## config.mk

```make
export PLATFORM = sky130hd
export DESIGN_NAME = mcp_control_pins
export DESIGN_NICKNAME = d
export VERILOG_FILES = /design/src/mcp_control_pins.v /design/src/mcp_pulse_chan.v
export VERILOG_INCLUDE_DIRS = /design/src
export SDC_FILE = /design/constraint.sdc
export NUM_CORES = 1
export LEC_CHECK = 0
export ABC_CLOCK_PERIOD_IN_PS = 3500
export BUFFER_PORTS_ARGS = -buffer_cell sky130_fd_sc_hd__buf_2
export CAP_MARGIN = 40
export CORE_MARGIN = 4
export CORE_UTILIZATION = 30
export CTS_CLUSTER_SIZE = 20
export DETAILED_ROUTE_END_ITERATION = 6
export PLACE_DENSITY = 0.5
export SLEW_MARGIN = 10
export SYNTH_ARGS = -nofsm -noshare
export SYNTH_HDL_FRONTEND = slang
export SYNTH_SLANG_ARGS = --single-unit
```

## constraint.sdc

```tcl
create_clock -name sys_clk -period 3.5 [get_ports sys_clk]
set_clock_uncertainty 0.2 [all_clocks]
set_input_delay 0.175 -clock sys_clk [delete_from_list [all_inputs] [get_ports sys_clk]]
set_output_delay 0.175 -clock sys_clk [all_outputs]
set_load 0.01 [all_outputs]
```

## src/mcp_map.vh

```
// Purpose: constants for the module control pin logic
// Assumes: sys_clk at 20 MHz
// Notes: times in their own unit, cycle counts derived
`ifndef MCP_MAP_VH
`define MCP_MAP_VH
`define MCP_CLK_HZ 20000000
`define MCP_MS_PER_SEC 1000
`define MCP_SHORT_MS 2000
`define MCP_LONG_MS 4000
`define MCP_BOOT_MS 100
`define MCP_RESTORE_MS 50
`define MCP_CNT_W 32
`define MCP_ST_W 3
`define MCP_ST_BOOT 3'h0
`define MCP_ST_NORMAL 3'h1
`define MCP_ST_UPGRADE 3'h2
`define MCP_ST_PROV 3'h3
`define MCP_ST_RESTORE 3'h4
`define MCP_PW_W 32
`endif

```

## src/mcp_control_pins.v

```verilog
// Purpose: reset, reload button, boot-done, link and pulse outputs of a serial module
// Assumes: one 20 MHz clock; reload button and link status come from pins
// Notes: boot and restore durations stand in for firmware activity
`timescale 1ns/10ps
`include "mcp_map.vh"
// Notes on behaviour
// RL1: host holds module reset low at least 10 ms, then releases it.
// RL2: reload low during boot selects the upgrade mode.
// RL3: reload press under 2 s after power-up enters provisioning mode.
// RL4: reload press over 4 s then release restores factory defaults.
// RL5: after the factory restore completes, boot restarts from the beginning.
// RL6: a release between 2 s and 4 s changes nothing.
// RL7: boot-done goes low after normal boot, stays high otherwise.
// RL8: host uses the serial port only after boot-done is low.
// RL9: in normal mode link output is low while associated, else high.
// RL10: link output shows upgrade progress or provisioning completion in those modes.
// RL11: channels 0-4 and 5 give 1-100% duty over their period ranges.
module mcp_control_pins #(
    parameter [`MCP_CNT_W-1:0] SHORT_CYCLES = `MCP_SHORT_MS * (`MCP_CLK_HZ / `MCP_MS_PER_SEC),
    parameter [`MCP_CNT_W-1:0] LONG_CYCLES = `MCP_LONG_MS * (`MCP_CLK_HZ / `MCP_MS_PER_SEC),
    parameter [`MCP_CNT_W-1:0] BOOT_CYCLES = `MCP_BOOT_MS * (`MCP_CLK_HZ / `MCP_MS_PER_SEC),
    parameter [`MCP_CNT_W-1:0] RESTORE_CYCLES = `MCP_RESTORE_MS * (`MCP_CLK_HZ / `MCP_MS_PER_SEC),
    parameter CHANNELS = 6
) (
    input wire sys_clk,
    input wire rst_n,
    input wire reload_button_n,
    input wire apAssociated,
    input wire upgradeActivity,
    input wire provDone,
    input wire [CHANNELS-1:0] pulseEnable,
    input wire [CHANNELS*`MCP_PW_W-1:0] pulsePeriod,
    input wire [CHANNELS*`MCP_PW_W-1:0] pulseHigh,
    output reg boot_done_n,
    output reg wifi_link_n,
    output reg provisionMode,
    output reg upgradeMode,
    output reg factoryRestore,
    output wire [CHANNELS-1:0] pulse_out
);
    reg [1:0] reloadSync_q;
    reg [1:0] assocSync_q;
    reg [1:0] upgSync_q;
    reg [1:0] provSync_q;
    reg [`MCP_ST_W-1:0] state_q;
    reg [`MCP_ST_W-1:0] state_d;
    reg [`MCP_CNT_W-1:0] timer_q;
    reg [`MCP_CNT_W-1:0] press_q;
    reg reloadLow_q;
    wire reloadLow;
    wire released;
    wire timerDone;
    wire [`MCP_CNT_W-1:0] timerLimit;
    reg [`MCP_CNT_W-1:0] timer_d;
    reg [`MCP_CNT_W-1:0] press_d;
    reg bootDoneN_d;
    reg linkN_d;

    // second stages only are read by logic
    // reload idles high, so its stages reset high: no false release after reset
    always @(posedge sys_clk or negedge rst_n)
    begin
        if (!rst_n)
        begin
            reloadSync_q <= 2'h3;
            assocSync_q <= 2'h0;
            upgSync_q <= 2'h0;
            provSync_q <= 2'h0;
        end
        else
        begin
            reloadSync_q <= {reloadSync_q[0], reload_button_n};
            assocSync_q <= {assocSync_q[0], apAssociated};
            upgSync_q <= {upgSync_q[0], upgradeActivity};
            provSync_q <= {provSync_q[0], provDone};
        end
    end

    assign reloadLow = ~reloadSync_q[1];
    assign released = reloadLow_q & ~reloadLow;
    assign timerLimit = (state_q == `MCP_ST_RESTORE) ? RESTORE_CYCLES : BOOT_CYCLES;
    assign timerDone = (timer_q >= timerLimit - 32'h00000001);

    // reset itself is the asynchronous rst_n, held by the host [RL1]
    always @*
    begin
        state_d = state_q;
        case (state_q)
            `MCP_ST_BOOT:
            begin
                if (reloadLow)
                begin
                    state_d = `MCP_ST_UPGRADE; // [RL2]
                end
                else if (timerDone)
                begin
                    state_d = `MCP_ST_NORMAL;
                end
            end
            `MCP_ST_NORMAL, `MCP_ST_PROV:
            begin
                if (released && press_q > LONG_CYCLES)
                begin
                    state_d = `MCP_ST_RESTORE; // [RL4]
                end
                else if (released && press_q < SHORT_CYCLES)
                begin
                    state_d = `MCP_ST_PROV; // [RL3]
                end
                // releases between the limits fall through unchanged [RL6]
            end
            `MCP_ST_UPGRADE:
            begin
                // sticky: only rst_n leaves upgrade, the button is ignored here
                state_d = `MCP_ST_UPGRADE;
            end
            `MCP_ST_RESTORE:
            begin
                if (timerDone)
                begin
                    state_d = `MCP_ST_BOOT; // [RL5]
                end
            end
            default:
            begin
                state_d = `MCP_ST_BOOT;
            end
        endcase
    end

    // one timer serves boot and restore; it restarts on every state change
    always @*
    begin
        timer_d = timer_q + 32'h00000001;
        if (state_d != state_q)
        begin
            timer_d = {`MCP_CNT_W{1'b0}};
        end
    end

    // saturate so a very long press still counts as long
    always @*
    begin
        press_d = press_q;
        if (!reloadLow)
        begin
            press_d = {`MCP_CNT_W{1'b0}};
        end
        else if (press_q != {`MCP_CNT_W{1'b1}})
        begin
            press_d = press_q + 32'h00000001;
        end
    end

    // decoded from the next state so pins change with state_q, not a cycle later
    always @*
    begin
        bootDoneN_d = 1'b1;
        linkN_d = 1'b1;
        case (state_d)
            `MCP_ST_NORMAL:
            begin
                bootDoneN_d = 1'b0; // [RL7]
                linkN_d = ~assocSync_q[1]; // [RL9]
            end
            `MCP_ST_UPGRADE:
            begin
                linkN_d = ~upgSync_q[1]; // [RL10]
            end
            `MCP_ST_PROV:
            begin
                bootDoneN_d = 1'b0; // [RL7]
                linkN_d = ~provSync_q[1]; // [RL10]
            end
            default:
            begin
                bootDoneN_d = 1'b1;
                linkN_d = 1'b1;
            end
        endcase
    end

    always @(posedge sys_clk or negedge rst_n)
    begin
        if (!rst_n)
        begin
            state_q <= `MCP_ST_BOOT;
            timer_q <= {`MCP_CNT_W{1'b0}};
            press_q <= {`MCP_CNT_W{1'b0}};
            reloadLow_q <= 1'b0;
            boot_done_n <= 1'b1;
            wifi_link_n <= 1'b1;
            provisionMode <= 1'b0;
            upgradeMode <= 1'b0;
            factoryRestore <= 1'b0;
        end
        else
        begin
            state_q <= state_d;
            reloadLow_q <= reloadLow;
            timer_q <= timer_d;
            press_q <= press_d;
            boot_done_n <= bootDoneN_d;
            wifi_link_n <= linkN_d;
            upgradeMode <= (state_d == `MCP_ST_UPGRADE); // [RL2]
            provisionMode <= (state_d == `MCP_ST_PROV); // [RL3]
            factoryRestore <= (state_d == `MCP_ST_RESTORE); // [RL4]
        end
    end

    // period and high time in cycles; 5 us is 100 cycles at 20 MHz [RL11]
    // a disabled channel restarts its period and holds its output low
    genvar i;
    generate
        for (i = 0; i < CHANNELS; i = i + 1)
        begin : gChan
            mcp_pulse_chan #(
                .W(`MCP_PW_W)
            ) uChan (
                .sys_clk(sys_clk),
                .rst_n(rst_n),
                .enable(pulseEnable[i]),
                .periodCycles(pulsePeriod[i*`MCP_PW_W +: `MCP_PW_W]),
                .highCycles(pulseHigh[i*`MCP_PW_W +: `MCP_PW_W]),
                .pulseOut_q(pulse_out[i])
            );
        end
    endgenerate
endmodule // mcp_control_pins

```

## src/mcp_pulse_chan.v

```verilog
// Purpose: one pulse-width channel
// Assumes: period and high time given in sys_clk cycles
// Notes: high time at or above period gives 100% duty
`timescale 1ns/10ps
module mcp_pulse_chan #(
    parameter W = 32
) (
    input wire sys_clk,
    input wire rst_n,
    input wire enable,
    input wire [W-1:0] periodCycles,
    input wire [W-1:0] highCycles,
    output reg pulseOut_q
);
    reg [W-1:0] count_q;
    wire lastCycle;
    assign lastCycle = (count_q >= periodCycles - {{(W-1){1'b0}}, 1'b1});
    always @(posedge sys_clk or negedge rst_n)
    begin
        if (!rst_n)
        begin
            count_q <= {W{1'b0}};
            pulseOut_q <= 1'b0;
        end
        else if (!enable)
        begin
            count_q <= {W{1'b0}};
            pulseOut_q <= 1'b0;
        end
        else
        begin
            count_q <= lastCycle ? {W{1'b0}} : count_q + {{(W-1){1'b0}}, 1'b1};
            pulseOut_q <= (count_q < highCycles);
        end
    end
endmodule // mcp_pulse_chan

```

==> reports/metrics.csv <==
stage;metric;value;unit
setup_path;worstPathArrival;4.35;ns
sta;hold_viol;0;
power;peak_supply_drop;0.000251;V
finish;layout.cells.most_common_list;buf_2, ha_1, nor2_1, dfrtp_1, inv_1;
routing;drt_first_iter_violations;852;
setup_path;worst_path_largest_cell_delay;0.45;ns
routing;postRouteAntennaNets;0;
cts;cts_tree;built;
floorplanning;die_h;296;µm
routing;vias_per_cell;4.74;
min_path;timing.hold.worst.class;input pin to register;
setup_path;worstSetupEndpointType;register;
status;status;complete, but fails checks;
floorplanning;core_region_area;82000;µm²
synthesis;syn-instance-count;2918;
synthesis;synthAdderAreaFrac;0.202;
floorplanning;initial_core_utilization;0.303;
place;port_bufs;406;
cts;cts_num_sinks;279;
power;fin_total_pwr;0.00912;W
sta;post-route-worst-setup-slack;-0.570;ns
floorplanning;floorplan.io_pins;407;
cts;htreeDepth;2;
finish;sequential_cell_area;6990;µm²
synthesis;synth_enable_flop_cells;0;
synthesis;postSynthRegisterBits;279;
status;failed_checks;setup timing;
place;rd_place_congestion;0.824;
sta;max_freq;0.246;GHz
cts;cts_root_buffer;clkbuf_16;
synthesis;synth-simple-area-share;0.231;
routing;avgRoutedWirePerCell;15.7;µm
floorplanning;die_w;296;µm
power;pwr_density_cell;282;nW/µm²
cts;clockBufferDepth;3;
cts;clk-insertion-delay-late;0.57;ns
global_route;grt.busiest_layer;met2;
place;placement.cell_area;29900;µm²
setup_path;r2r_slack;0.17;ns
finish;layout.cells.most_common;buf_2;
global_route;grt_antenna_before_repair;39;
cts;clk_pin_slew;0.06;ns
setup_path;timing.critical_path.slowest_stage_cell;or4b_4;
synthesis;synth-compound-area-share;0.0964;
routing;dr_total_vias;22200;
synthesis;synthesis.yosys.warnings;0;
cts;cts-buffers-inserted;40;
setup_path;worstRegToRegCells;10;
job;max_cap_violations;0;
synthesis;synth-xor-area-share;0.146;
synthesis;postSynthNetCount;3714;
synthesis;syn-mean-instance-area;8.50;µm²
setup_path;cpMostUsedCell;or4_4;
global_route;grt_use_met1;0.222;
synthesis;synth_async_sr_flop_share;1.00;
synthesis;seq_area_frac_synth;0.282;
setup_path;reg2reg_to;gChan[5].uChan.pulseOut_q$_DFF_PN0_;
floorplanning;floorplan_die_area;87300;µm²
routing;final_wirelength;73500;µm
synthesis;netlist-cell-type-count;58;
power;total_leakage_power;16.3;nW
global_route;pin_count_of_the_biggest_net_entering_global_routing;82;
setup_path;cpLargestDelayFamily;simple AND/OR/NAND/NOR gates;
sta;maxSlewViolCount;0;
global_route;grt_use_met2;0.274;
setup_path;critPathRequiredTime;3.78;ns
sta;report.final.setup_viol;64;
global_route;global_route_overflow;0;
sta;max_slew_margin;0.539;
finish;multi_input_comb_area;17400;µm²
synthesis;ys_dominant_reg_cell;dfrtp_1;
sta;clock_period_minus_worst_slack;4.07;ns
routing;drt_drc_violations_left;0;
synthesis;synth.cell_area;24800;µm²
sta;final.setup.tns;-32.04;ns
setup_path;cp-start-kind;input pin;
min_path;hold-path-endpoint;gChan[1].uChan.pulseOut_q$_DFF_PN0_;
place;place.detailed.instances;4567;
finish;fill_cells;8443;
finish;final_layout_size_suffix_gt1_frac;0.230;
routing;drtPass1Iterations;4;
sta;fin_crit_sh;1.16;
setup_path;critical_path.reg2reg.startpoint;gChan[5].uChan.count_q[25]$_DFF_PN0_;
setup_path;worstPathCellList;buf_2, inv_4, ha_4, or4b_4, or3_4, or3_4, or4_4, or4_4, or4_4, nor2_4, xnor2_1, ha_1, nand2_1, o21ai_1, o21a_1, o21ai_1, nand4b_1, buf_12, nor2_1;
finish;fin_util;0.394;
setup_path;critical_path_peak_fanout;32;
finish;finish.net_count;4371;
finish;fin_cells;4694;
floorplanning;floorplan.rows;105;
finish;area_growth_syn_to_layout;30.4;%
min_path;worstHoldStart;pulseHigh[57];
global_route;first_global_vias;22100;
sta;rsz_0062_raised_after_global_routing;true;
setup_path;worst-setup-path-type;input pin to register;
global_route;groute.usage.overall;0.165;
place;place_hpwl;59600;µm
global_route;grt_use_met3;0.0384;
min_path;cell_depth_of_the_worst_min_delay_path;6;
sta;transition_time_at_the_pin_with_the_least_slew_margin;0.685;ns
setup_path;timing.critical_path.buf_inv;3;
synthesis;post_synth_mux_area_share;0;
global_route;grt_pass1_wl;117000;µm
finish;design_area;32300;µm²
synthesis;dominant_combinational_cell_family_by_area_after_synthesis;simple AND/OR/NAND/NOR gates;
metrics by stage:
step	hold slack, ns	setup WS (ns)
4_1_cts	0.00588	-0.538
3_3_place_gp	-0.0246	-1.16
2_1_floorplan	-0.321	-0.923
3_5_place_dp	-0.0362	-1.17
5_1_grt	0.0461	-0.777
6_report	0.0375	-0.570
tightest hold or removal path, cell delays in order:
cell and delay (ns):
buf_2 0.09, inv_1 0.05, ha_1 0.14, nand4_1 0.08, nor2_1 0.09, a2111oi_0 0.12
metal layers:
metal,part of all wire,vias up
met3,0.052,108
met5,0.0026,-
met1,0.48,10200
met2,0.45,335
li1,-,11500
met4,0.016,30
what timing repair did:
item | 4_1_cts | 5_1_grt
endpoints found under the hold margin | 361 | 0
setup endpoints to repair | 96 | 192
hold buffers | 27 | 0
pin swaps | 2 | 12
gates resized for setup | 14 | 93
setup buffers | 1 | 5
gates cloned | 0 | 4
synthesized netlist by cell type (91+ instances only):
cell,n,share of area
a21o_1,105,0.032
dfrtp_1,275,0.28
xor2_1,200,0.071
nand4_1,97,0.024
nand3_1,102,0.021
nor3_1,91,0.018
a21oi_1,103,0.021
nand2_1,180,0.027
nor2_1,427,0.065
xnor2_1,214,0.076
inv_1,240,0.036
ha_1,400,0.20
layout make-up:
cell class,count,area share
Sequential cell,279,0.216
Tap cell,1070,0.0414
Inverter,240,0.0279
Multi-Input combinational cell,2361,0.538
Antenna cell,17,0.00132
Timing Repair Buffer,653,0.129
Clock buffer,59,0.0381
Clock inverter,15,0.00805
cell families after synthesis:
logic type	count (synthesis)
DFF	279
xor gates and xnor gates	414
adders and majority gates	400
and+or+nand+nor	1174
AOI/OAI and AO/OA	373
buffers and inverters	278
sequential cells by signal, indices dropped and copies added, names as in the netlist, 2 cells and up:
register and cells:
gChan.uChan.count_q 192, gChan.uChan.pulseOut_q 6, upgSync_q 2, provSync_q 2, state_q 3, timer_q 32, assocSync_q 2, reloadSync_q 2
press_q 32
worst max path at each step:
stage | from | end | slack, ns | cells past startpoint
final | pulsePeriod[32] | gChan[1].uChan.count_q[3]$_DFF_PN0_ | -0.57 | 19
after global routing | pulsePeriod[32] | gChan[1].uChan.count_q[3]$_DFF_PN0_ | -0.78 | 19
after CTS | pulsePeriod[32] | gChan[1].uChan.count_q[3]$_DFF_PN0_ | -0.54 | 20
after detailed placement | pulsePeriod[171] | gChan[5].uChan.count_q[4]$_DFF_PN0_ | -1.17 | 20
after global placement | pulsePeriod[171] | gChan[5].uChan.count_q[23]$_DFF_PN0_ | -1.16 | 20
after floorplan | pulsePeriod[41] | gChan[1].uChan.count_q[10]$_DFF_PN0_ | -0.92 | 16
power breakdown:
part	internal [W]	leakage, nW	total [W]	switching (W)
clock network	0.00295	0.738	0.00456	0.00160
logic	0.000607	11.8	0.00126	0.000648
registers	0.00326	3.82	0.00330	0.0000444
total	0.00682	16.3	0.00912	0.00230
Note: power is estimated with default switching activity, not from simulation.
